$ cat src/cwmba_map.svh
`ifndef CWMBA_MAP_SVH
`define CWMBA_MAP_SVH

// instruction clocks, counted in processor clock cycles
`define CWMBA_CLK_ONE 3'h1
`define CWMBA_CLK_TWO 3'h2
`define CWMBA_CLK_PROG 3'h4
`define CWMBA_CLK_PROG_SEG 3'h5

// instruction lengths in bytes
`define CWMBA_LEN_1 3'h1
`define CWMBA_LEN_2 3'h2
`define CWMBA_LEN_3 3'h3
`define CWMBA_LEN_4 3'h4

// constant loads
`define CWMBA_PAIR_ONE 16'h0001
`define CWMBA_PAIR_ZERO 16'h0000
`define CWMBA_BYTE_ZERO 8'h00

// short direct window base, 20-bit space
`define CWMBA_SADDR_BASE 20'hFFE20

// reset values
`define CWMBA_RST_PAIR 16'h0000
`define CWMBA_RST_BYTE 8'h00
`define CWMBA_RST_ADDR 20'h00000
`define CWMBA_RST_CNT 3'h0

// positions in load_flags
`define CWMBA_FLAG_Z 2
`define CWMBA_FLAG_AC 1
`define CWMBA_FLAG_CY 0

// reg_sel encodings
`define CWMBA_SEL_0 2'h0
`define CWMBA_SEL_1 2'h1
`define CWMBA_SEL_2 2'h2

`endif

$ cat src/cwmba_pkg.sv
`default_nettype none

package cwmba_pkg;

  typedef enum logic [3:0] {
    CWMBA_OP_NOP,
    CWMBA_OP_WORD_MOVE_STORE_SEG,
    CWMBA_OP_WORD_MOVE_LOAD_SEG_IDX,
    CWMBA_OP_SET_PAIR_TO_ONE,
    CWMBA_OP_CLEAR_PAIR,
    CWMBA_OP_ADD_SADDR_IMM,
    CWMBA_OP_ADD_A_SEG_DISP,
    CWMBA_OP_ADD_WITH_CARRY_IN_A_IMM,
    CWMBA_OP_ADD_WITH_CARRY_IN_R_A,
    CWMBA_OP_SUB_SADDR_IMM,
    CWMBA_OP_SUB_A_PTR_IDX,
    CWMBA_OP_SUBTRACT_WITH_BORROW_A_IMM,
    CWMBA_OP_SUBTRACT_WITH_BORROW_SEG_IDX,
    CWMBA_OP_AND_SADDR_IMM,
    CWMBA_OP_AND_A_PTR,
    CWMBA_OP_AND_A_SEG_DISP
  } cwmba_op_t;

endpackage : cwmba_pkg

`default_nettype wire

$ cat src/cwmba_exec.sv
// Overview of operation
// - one instruction clock is one sys_clk cycle, the selected processor clock
// - program memory reads take 4 clocks, or 5 for segment-extended forms
// - segment store writes word pair to segment, pointer plus byte; 3 bytes, 2 clocks
// - segment indexed word load: segment, index plus word; 4 bytes, 2 or 5 clocks
// - set-pair-to-one loads 0001H into either pair; 1 byte, 1 clock, flags kept
// - clear-pair loads 0000H into either pair; 1 byte, 1 clock, flags kept
// - add immediate into short direct byte; 3 bytes, 2 clocks, Z AC CY updated
// - segment add of pointer plus displacement byte; 3 bytes, 2 or 5 clocks
// - add-with-carry immediate into accumulator; 2 bytes, 1 clock, flags updated
// - add-with-carry of accumulator into X, B or C; 2 bytes, 1 clock
// - subtract immediate from short direct byte, carry is borrow; 3 bytes, 2 clocks
// - subtract pointer plus B or C byte; 2 bytes, 1 or 4 clocks
// - subtract-with-borrow immediate from accumulator; 2 bytes, 1 clock
// - segment subtract-with-borrow, pointer plus B or C; 3 bytes, 2 or 5 clocks
// - AND immediate into short direct byte; 3 bytes, 2 clocks, only Z
// - AND with pointer byte; 1 byte, 1 or 4 clocks, only Z
// - segment AND with displacement; 3 bytes, 2 or 5 clocks
`include "cwmba_map.svh"

`default_nettype none

module cwmba_exec
  import cwmba_pkg::*;
(
  input wire logic sys_clk,
  input wire logic reset,
  input wire logic start,
  input wire cwmba_pkg::cwmba_op_t op,
  input wire logic [1:0] reg_sel,
  input wire logic [7:0] imm8,
  input wire logic [15:0] word16,
  input wire logic [7:0] saddr8,
  input wire logic [15:0] pointer_pair,
  input wire logic [3:0] extended_segment_register,
  input wire logic mem_in_prog,
  input wire logic [15:0] mem_rdata,
  input wire logic load_en,
  input wire logic [15:0] load_ax,
  input wire logic [15:0] load_bc,
  input wire logic [7:0] load_x,
  input wire logic [2:0] load_flags,
  output logic busy,
  output logic done,
  output logic [2:0] instr_bytes,
  output logic [2:0] instr_clocks,
  output logic [15:0] word_accumulator_pair,
  output logic [15:0] second_pair,
  output logic [7:0] general_x,
  output logic zero_flag,
  output logic half_carry_flag,
  output logic carry_flag,
  output logic mem_rd,
  output logic mem_wr,
  output logic mem_word,
  output logic [19:0] mem_addr,
  output logic [15:0] mem_wdata
);
  import cwmba_pkg::*;

  // operands held for the whole instruction
  cwmba_op_t op_q;
  logic [1:0] sel_q;
  logic [7:0] imm_q;
  logic [2:0] cnt;

  logic [2:0] next_clocks;
  logic [2:0] next_bytes;
  logic next_read;
  logic next_seg;
  logic [19:0] next_addr;
  logic [15:0] next_ax;
  logic [15:0] next_bc;
  logic [7:0] next_x;
  logic next_z;
  logic next_h;
  logic next_c;
  logic next_wr;
  logic [7:0] next_wbyte;
  logic [9:0] alu;
  logic [7:0] idx;
  logic [7:0] rsrc;
  logic take;
  logic finish;

  assign take = start && !busy;
  assign finish = busy && (cnt == `CWMBA_RST_CNT);

  // returns {carry, half, result}
  function automatic logic [9:0] alu8(input logic [7:0] a, input logic [7:0] b,
                                      input logic cin, input logic sub);
    logic [4:0] lo;
    logic [8:0] full;
    lo = 5'h00;
    full = 9'h000;
    if (sub)
    begin
      lo = {1'b0, a[3:0]} - {1'b0, b[3:0]} - {4'h0, cin};
      full = {1'b0, a} - {1'b0, b} - {8'h00, cin};
    end
    else
    begin
      lo = {1'b0, a[3:0]} + {1'b0, b[3:0]} + {4'h0, cin};
      full = {1'b0, a} + {1'b0, b} + {8'h00, cin};
    end
    alu8 = {full[8], lo[4], full[7:0]};
  endfunction : alu8

  // decode at issue: length, clocks, read target address
  always_comb
  begin
    next_bytes = `CWMBA_LEN_1;
    next_read = 1'b0;
    next_seg = 1'b0;
    next_addr = `CWMBA_RST_ADDR;
    idx = `CWMBA_BYTE_ZERO;
    case (op)
      CWMBA_OP_WORD_MOVE_STORE_SEG:
      begin
        next_bytes = `CWMBA_LEN_3;
        next_seg = 1'b1;
        next_addr = {extended_segment_register, 16'(pointer_pair + {8'h00, imm8})};
      end
      CWMBA_OP_WORD_MOVE_LOAD_SEG_IDX:
      begin
        next_bytes = `CWMBA_LEN_4;
        next_read = 1'b1;
        next_seg = 1'b1;
        case (reg_sel)
          `CWMBA_SEL_0: next_addr = {extended_segment_register,
                                     16'(word16 + {8'h00, second_pair[15:8]})};
          `CWMBA_SEL_1: next_addr = {extended_segment_register,
                                     16'(word16 + {8'h00, second_pair[7:0]})};
          default: next_addr = {extended_segment_register, 16'(word16 + second_pair)};
        endcase
      end
      CWMBA_OP_SET_PAIR_TO_ONE,
      CWMBA_OP_CLEAR_PAIR:
      begin
        next_bytes = `CWMBA_LEN_1;
      end
      CWMBA_OP_ADD_SADDR_IMM,
      CWMBA_OP_SUB_SADDR_IMM,
      CWMBA_OP_AND_SADDR_IMM:
      begin
        next_bytes = `CWMBA_LEN_3;
        next_seg = 1'b1;
        next_addr = 20'(`CWMBA_SADDR_BASE + {12'h000, saddr8});
      end
      CWMBA_OP_ADD_A_SEG_DISP,
      CWMBA_OP_AND_A_SEG_DISP:
      begin
        next_bytes = `CWMBA_LEN_3;
        next_read = 1'b1;
        next_seg = 1'b1;
        next_addr = {extended_segment_register, 16'(pointer_pair + {8'h00, imm8})};
      end
      CWMBA_OP_ADD_WITH_CARRY_IN_A_IMM,
      CWMBA_OP_ADD_WITH_CARRY_IN_R_A,
      CWMBA_OP_SUBTRACT_WITH_BORROW_A_IMM:
      begin
        next_bytes = `CWMBA_LEN_2;
      end
      CWMBA_OP_SUB_A_PTR_IDX:
      begin
        next_bytes = `CWMBA_LEN_2;
        next_read = 1'b1;
        idx = (reg_sel == `CWMBA_SEL_1) ? second_pair[7:0] : second_pair[15:8];
        next_addr = {4'h0, 16'(pointer_pair + {8'h00, idx})};
      end
      CWMBA_OP_SUBTRACT_WITH_BORROW_SEG_IDX:
      begin
        next_bytes = `CWMBA_LEN_3;
        next_read = 1'b1;
        next_seg = 1'b1;
        idx = (reg_sel == `CWMBA_SEL_1) ? second_pair[7:0] : second_pair[15:8];
        next_addr = {extended_segment_register, 16'(pointer_pair + {8'h00, idx})};
      end
      CWMBA_OP_AND_A_PTR:
      begin
        next_bytes = `CWMBA_LEN_1;
        next_read = 1'b1;
        next_addr = {4'h0, pointer_pair};
      end
      default:
      begin
        next_bytes = `CWMBA_LEN_1;
      end
    endcase
    // stores and saddr forms never target program memory, so only reads stretch
    if (next_read && mem_in_prog)
    begin
      next_clocks = next_seg ? `CWMBA_CLK_PROG_SEG : `CWMBA_CLK_PROG;
    end
    else
    begin
      next_clocks = next_seg ? `CWMBA_CLK_TWO : `CWMBA_CLK_ONE;
    end
  end

  // issue and countdown in processor clocks
  always_ff @(posedge sys_clk or posedge reset)
  begin
    if (reset)
    begin
      busy <= 1'b0;
      cnt <= `CWMBA_RST_CNT;
      instr_bytes <= `CWMBA_LEN_1;
      instr_clocks <= `CWMBA_CLK_ONE;
    end
    else if (take)
    begin
      busy <= 1'b1;
      cnt <= 3'(next_clocks - `CWMBA_CLK_ONE);
      instr_bytes <= next_bytes;
      instr_clocks <= next_clocks;
    end
    else if (finish)
    begin
      busy <= 1'b0;
    end
    else if (busy)
    begin
      cnt <= 3'(cnt - `CWMBA_CLK_ONE);
    end
  end

  always_ff @(posedge sys_clk or posedge reset)
  begin
    if (reset)
    begin
      op_q <= CWMBA_OP_NOP;
      sel_q <= `CWMBA_SEL_0;
      imm_q <= `CWMBA_RST_BYTE;
    end
    else if (take)
    begin
      op_q <= op;
      sel_q <= reg_sel;
      imm_q <= imm8;
    end
  end

  // execute at the last clock of the instruction
  always_comb
  begin
    next_ax = word_accumulator_pair;
    next_bc = second_pair;
    next_x = general_x;
    next_z = zero_flag;
    next_h = half_carry_flag;
    next_c = carry_flag;
    next_wr = 1'b0;
    next_wbyte = `CWMBA_BYTE_ZERO;
    alu = 10'h000;
    rsrc = general_x;
    case (op_q)
      CWMBA_OP_WORD_MOVE_STORE_SEG:
      begin
        next_wr = 1'b1;
      end
      CWMBA_OP_WORD_MOVE_LOAD_SEG_IDX:
      begin
        next_ax = mem_rdata;
      end
      CWMBA_OP_SET_PAIR_TO_ONE:
      begin
        if (sel_q == `CWMBA_SEL_0)
          next_ax = `CWMBA_PAIR_ONE;
        else
          next_bc = `CWMBA_PAIR_ONE;
      end
      CWMBA_OP_CLEAR_PAIR:
      begin
        if (sel_q == `CWMBA_SEL_0)
          next_ax = `CWMBA_PAIR_ZERO;
        else
          next_bc = `CWMBA_PAIR_ZERO;
      end
      CWMBA_OP_ADD_SADDR_IMM,
      CWMBA_OP_SUB_SADDR_IMM:
      begin
        alu = alu8(mem_rdata[7:0], imm_q, 1'b0, op_q == CWMBA_OP_SUB_SADDR_IMM);
        next_wr = 1'b1;
        next_wbyte = alu[7:0];
        next_z = (alu[7:0] == `CWMBA_BYTE_ZERO);
        next_h = alu[8];
        next_c = alu[9];
      end
      CWMBA_OP_ADD_A_SEG_DISP:
      begin
        alu = alu8(word_accumulator_pair[15:8], mem_rdata[7:0], 1'b0, 1'b0);
        next_ax = {alu[7:0], word_accumulator_pair[7:0]};
        next_z = (alu[7:0] == `CWMBA_BYTE_ZERO);
        next_h = alu[8];
        next_c = alu[9];
      end
      CWMBA_OP_ADD_WITH_CARRY_IN_A_IMM,
      CWMBA_OP_SUBTRACT_WITH_BORROW_A_IMM:
      begin
        alu = alu8(word_accumulator_pair[15:8], imm_q, carry_flag,
                   op_q == CWMBA_OP_SUBTRACT_WITH_BORROW_A_IMM);
        next_ax = {alu[7:0], word_accumulator_pair[7:0]};
        next_z = (alu[7:0] == `CWMBA_BYTE_ZERO);
        next_h = alu[8];
        next_c = alu[9];
      end
      CWMBA_OP_ADD_WITH_CARRY_IN_R_A:
      begin
        case (sel_q)
          `CWMBA_SEL_1: rsrc = second_pair[15:8];
          `CWMBA_SEL_2: rsrc = second_pair[7:0];
          default: rsrc = general_x;
        endcase
        alu = alu8(rsrc, word_accumulator_pair[15:8], carry_flag, 1'b0);
        next_z = (alu[7:0] == `CWMBA_BYTE_ZERO);
        next_h = alu[8];
        next_c = alu[9];
        case (sel_q)
          `CWMBA_SEL_1: next_bc = {alu[7:0], second_pair[7:0]};
          `CWMBA_SEL_2: next_bc = {second_pair[15:8], alu[7:0]};
          default: next_x = alu[7:0];
        endcase
      end
      CWMBA_OP_SUB_A_PTR_IDX,
      CWMBA_OP_SUBTRACT_WITH_BORROW_SEG_IDX:
      begin
        alu = alu8(word_accumulator_pair[15:8], mem_rdata[7:0],
                   (op_q == CWMBA_OP_SUBTRACT_WITH_BORROW_SEG_IDX) && carry_flag,
                   1'b1);
        next_ax = {alu[7:0], word_accumulator_pair[7:0]};
        next_z = (alu[7:0] == `CWMBA_BYTE_ZERO);
        next_h = alu[8];
        next_c = alu[9];
      end
      CWMBA_OP_AND_SADDR_IMM:
      begin
        next_wr = 1'b1;
        next_wbyte = mem_rdata[7:0] & imm_q;
        next_z = (next_wbyte == `CWMBA_BYTE_ZERO);
      end
      CWMBA_OP_AND_A_PTR,
      CWMBA_OP_AND_A_SEG_DISP:
      begin
        // logical forms leave half-carry and carry alone
        next_ax = {word_accumulator_pair[15:8] & mem_rdata[7:0],
                   word_accumulator_pair[7:0]};
        next_z = (next_ax[15:8] == `CWMBA_BYTE_ZERO);
      end
      default:
      begin
        next_wr = 1'b0;
      end
    endcase
  end

  // register file: commit wins over an external load in the same cycle
  always_ff @(posedge sys_clk or posedge reset)
  begin
    if (reset)
    begin
      word_accumulator_pair <= `CWMBA_RST_PAIR;
      second_pair <= `CWMBA_RST_PAIR;
      general_x <= `CWMBA_RST_BYTE;
    end
    else if (finish)
    begin
      word_accumulator_pair <= next_ax;
      second_pair <= next_bc;
      general_x <= next_x;
    end
    else if (load_en && !busy)
    begin
      word_accumulator_pair <= load_ax;
      second_pair <= load_bc;
      general_x <= load_x;
    end
  end

  always_ff @(posedge sys_clk or posedge reset)
  begin
    if (reset)
    begin
      zero_flag <= 1'b0;
      half_carry_flag <= 1'b0;
      carry_flag <= 1'b0;
    end
    else if (finish)
    begin
      zero_flag <= next_z;
      half_carry_flag <= next_h;
      carry_flag <= next_c;
    end
    else if (load_en && !busy)
    begin
      zero_flag <= load_flags[`CWMBA_FLAG_Z];
      half_carry_flag <= load_flags[`CWMBA_FLAG_AC];
      carry_flag <= load_flags[`CWMBA_FLAG_CY];
    end
  end

  // memory side: read strobe after issue, write strobe after the last clock
  always_ff @(posedge sys_clk or posedge reset)
  begin
    if (reset)
    begin
      mem_rd <= 1'b0;
      mem_wr <= 1'b0;
      mem_word <= 1'b0;
      mem_addr <= `CWMBA_RST_ADDR;
      mem_wdata <= `CWMBA_RST_PAIR;
      done <= 1'b0;
    end
    else
    begin
      done <= finish;
      mem_rd <= take && (next_read || op == CWMBA_OP_ADD_SADDR_IMM
                || op == CWMBA_OP_SUB_SADDR_IMM || op == CWMBA_OP_AND_SADDR_IMM);
      mem_wr <= finish && next_wr;
      if (take)
      begin
        mem_addr <= next_addr;
        mem_word <= (op == CWMBA_OP_WORD_MOVE_STORE_SEG)
                    || (op == CWMBA_OP_WORD_MOVE_LOAD_SEG_IDX);
      end
      if (finish)
      begin
        mem_wdata <= (op_q == CWMBA_OP_WORD_MOVE_STORE_SEG) ? word_accumulator_pair
                     : {8'h00, next_wbyte};
      end
    end
  end

endmodule : cwmba_exec

`default_nettype wire

$ cat config.mk
export PLATFORM = sky130hd
export DESIGN_NAME = cwmba_exec
export DESIGN_NICKNAME = d
export VERILOG_FILES = /design/src/cwmba_pkg.sv /design/src/cwmba_exec.sv
export VERILOG_INCLUDE_DIRS = /design/src
export SDC_FILE = /design/constraint.sdc
export NUM_CORES = 1
export LEC_CHECK = 0
export BUFFER_PORTS_ARGS = -buffer_cell sky130_fd_sc_hd__buf_4
export CAP_MARGIN = 5
export CELL_PAD_IN_SITES_DETAIL_PLACEMENT = 1
export CELL_PAD_IN_SITES_GLOBAL_PLACEMENT = 2
export CORE_ASPECT_RATIO = 0.5
export CORE_MARGIN = 2
export CORE_UTILIZATION = 33
export DETAILED_ROUTE_END_ITERATION = 10
export PLACE_DENSITY = 0.89
export SYNTH_ARGS = -nofsm -noshare
export SYNTH_HDL_FRONTEND = slang
export SYNTH_SLANG_ARGS = --single-unit
$ cat constraint.sdc
create_clock -name sys_clk -period 4 [get_ports sys_clk]
set_input_delay 0.6 -clock sys_clk [delete_from_list [all_inputs] [get_ports sys_clk]]
set_output_delay 0.6 -clock sys_clk [all_outputs]
set_load 0.005 [all_outputs]
==> flow_summary.json <==
{
  "outcome": "finished, final reports clean",
  "first_global_vias": 11800,
  "portBuffers": 211,
  "worstPathCellList": "buf_4 -> nor2b_1 -> nand2_1 -> a21oi_1 -> inv_1 -> fa_1 -> nor2b_1 -> o31a_1 -> o21ai_0 -> nor2b_1 -> xnor2_1 -> nor4_1 -> buf_4 -> a211oi_1 -> a21oi_1",
  "switching_power_mw": 6.61,
  "fmax_ghz": 0.270,
  "cts_sinks": 107,
  "grt.total_usage_pct": 25.5,
  "r2r-start": "op_q[0]",
  "seq_area_um2": 2680,
  "nets": 1761,
  "rsz0062_at_grt": "false",
  "drv_slew": 0,
  "cp.required_ns": 4.24,
  "fin_crit_ns": 3.70,
  "max_stage_delay_ns": 0.44,
  "drt-initial-drc-count": 857,
  "cts_made_buffers": 9,
  "fillers": 3868,
  "finalCritPeriodShare_pct": 92.5,
  "critical_path_class": "register to register",
  "yosysSeqAreaShare_pct": 25.4,
  "die_h_um": 131,
  "critPathBufInv": 3,
  "cpLargestDelayFamily": "compound AO/OA/AOI/OAI gates",
  "vdd_drop_max_mv": 0.465,
  "wl_per_cell_um": 22.2,
  "stdcell_area_um2": 13000,
  "drv_cap": 0,
  "cts_tree": "done",
  "syn-instance-count": 1331,
  "power_density_nw_per_um2": 953,
  "start_kind": "register",
  "routed_wl_um": 43700,
  "htree_levels": 3,
  "cp-end-kind": "register",
  "ys_types": 78,
  "worst_r2r_endpoint": "zero_flag",
  "rows": 46,
  "ios": 212,
  "cp_common_cell": "nor2b_1",
  "hold_violations": 0,
  "syn_avg_cell_area_um2": 7.94,
  "netlist_area_um2": 10600,
  "pwr-share-comb_pct": 75.6,
  "finClkSkew_ns": 0.0136,
  "rrSetupSlack_ns": 0.30,
  "multi_input_area_um2": 7380,
  "dp_hpwl_um": 34900,
  "holdBufCountCts": 0,
  "tns_ns": 0,
  "ys.warnings.count": 0,
  "ys.flop_type": "dfrtp_1",
  "ys_async_sr_fraction_pct": 100,
  "grt_pass1_wl_um": 66800,
  "ys_seq_elements": 107,
  "ff2ff_path_depth": 15,
  "cts_root_buffer": "clkbuf_16",
  "power.internal_mw": 5.79,
  "synth.net_count": 1566,
  "worstMarginPinSlew_ns": 1.04,
  "drive_gt1_share_pct": 19.9,
  "path_clk_slew_ns": 0.08,
  "switching_share_pct": 53.3,
  "worstSkewPairLatency_ns": 0.38,
  "seq_power_share_pct": 17.2,
  "antenna_found_initial": 3,
  "cts.path.max_buffers": 2,
  "core_area_um2": 31600,
  "drt_drc_violations_left": 0,
  "grt_overflow": 0,
  "drt-pass1-iter-count": 5,
  "via_per_inst": 5.74,
  "setup_viol": 0,
  "postCtsSetupRepairBufs": 0,
  "post_dp_cell_area_um2": 12700,
  "p_leak_nw": 5.82,
  "slowest_stage": "fa_1",
  "start_util_pct": 33.4,
  "p_clk_share_pct": 7.2,
  "hold_ws_ns": 0.347,
  "vias": 11300,
  "dieWidth_um": 257,
  "crit_path_max_fanout": 19,
  "die_area_um2": 33500,
  "relSlewSlack_pct": 30.4,
  "worstHoldPathType": "primary input to async pin",
  "gp_congestion": 0.949,
  "grt_max_degree": 68,
  "syn2layout_area_growth_pct": 23.0,
  "ant_nets": 0,
  "worstPathArrival_ns": 3.94,
  "synth_edf_count": 0,
  "ctsResizeCount": 0
}
==> sequential cells by signal (all words and copies together) (netlist names) <==
signal and count:
busy 1, carry_flag 1, cnt 3, done 1
general_x 8, half_carry_flag 1, imm_q 8, instr_bytes 3
instr_clocks 3, mem_addr 20, mem_rd 1, mem_wdata 16
mem_word 1, mem_wr 1, op_q 4, second_pair 16
sel_q 2, word_accumulator_pair 16, zero_flag 1
==> power groups by stage <==
| stage | registers [mW] | logic (mW) | clock network (mW) |
|---|---|---|---|
| after global placement | 2.13 | 8.92 | 0 |
| after CTS | 2.13 | 9.25 | 0.903 |
| after floorplan | 2.02 | 6.02 | 0 |
| after global routing | 2.20 | 10.2 | 0.948 |
| final | 2.14 | 9.37 | 0.891 |
| after detailed placement | 2.15 | 9.17 | 0 |
==> kinds of logic after synthesis <==
logic type	share of synthesized area (%)
AO/OA/AOI/OAI	25.3
XOR/XNOR	6.80
adder cells (fa/ha/maj)	14.3
buffers and inverters	4.88
flip-flops	25.4
multiplexers	2.29
AND/OR/NAND/NOR	21.1
==> synthesized netlist by cell type, types with 17 or more instances <==
master	count	area share [%]
nand3_1	28	1.3
xor2_1	25	2.1
ha_1	100	12
nand2_1	164	5.8
a21oi_1	96	4.5
nor3_1	32	1.5
nor2_1	128	4.5
xnor2_1	57	4.7
buf_2	19	0.90
inv_1	61	2.2
dfrtp_1	105	25
a22oi_1	27	1.9
o21ai_0	79	3.7
nor2b_1	19	1.1
mux2_2	17	1.8
clkbuf_1	38	1.4
a31oi_1	41	2.4
nand2b_1	25	1.5
a211oi_1	20	1.4
==> how the worst max path moves through the flow <==
stage / startpoint / endpoint / slack, ns / cells past startpoint
final: op_q[0] / zero_flag / 0.30 / 15
after global routing: op_q[1] / word_accumulator_pair[14] / 0.0006 / 12
after CTS: sel_q[1] / zero_flag / 0.21 / 16
after detailed placement: reg_sel[1] / mem_addr[10] / 0.18 / 14
after global placement: sel_q[1] / zero_flag / 0.30 / 16
after floorplan: reg_sel[1] / mem_addr[13] / 0.33 / 13
==> per-stage QoR <==
| stage | util, % | power (mW) | setup slack, ns | instances |
|---|---|---|---|---|
| global placement | 40.2 | 11.0 | 0.299 | 1947 |
| detailed placement | 40.2 | 11.3 | 0.183 | 1947 |
| finish | 41.1 | 12.4 | 0.300 | 1965 |
| CTS | 41.1 | 12.3 | 0.215 | 1963 |
| global route | 41.1 | 13.4 | 0.000600 | 1965 |
| floorplan | - | 8.04 | 0.329 | 1331 |
==> layer usage <==
layer	wire, µm	track usage (%)
met4	1430	10.6
met3	1980	2.93
met5	11	0
met1	18900	32.2
met2	21400	45.0
==> cells in the final DEF (no fill, tap or decap), drive strengths merged, types with 16 or more instances in the layout <==
cell type,Yosys,layout
nand2b,25,25
xnor2,57,57
and3,16,16
nor3,32,32
dfrtp,105,105
mux2,17,17
o211ai,16,16
a31oi,41,41
xor2,25,25
o21ai,80,80
buf,29,251
nor2b,19,19
inv,62,64
ha,100,100
nand2,164,164
a22oi,27,27
nor2,128,128
a211oi,21,21
a21oi,98,98
nand3,28,28
==> layout make-up <==
| class | count | share of cell area (%) |
|---|---|---|
| tap | 432 | 4.16 |
| sequential | 107 | 20.6 |
| clock inverter | 4 | 0.269 |
| multi-input combinational | 1094 | 56.8 |
| timing repair buffer | 251 | 14.5 |
| antenna | 2 | 0.0385 |
| clock buffer | 12 | 1.82 |
| inverter | 63 | 1.84 |
Note: power is estimated with default switching activity, not from simulation.
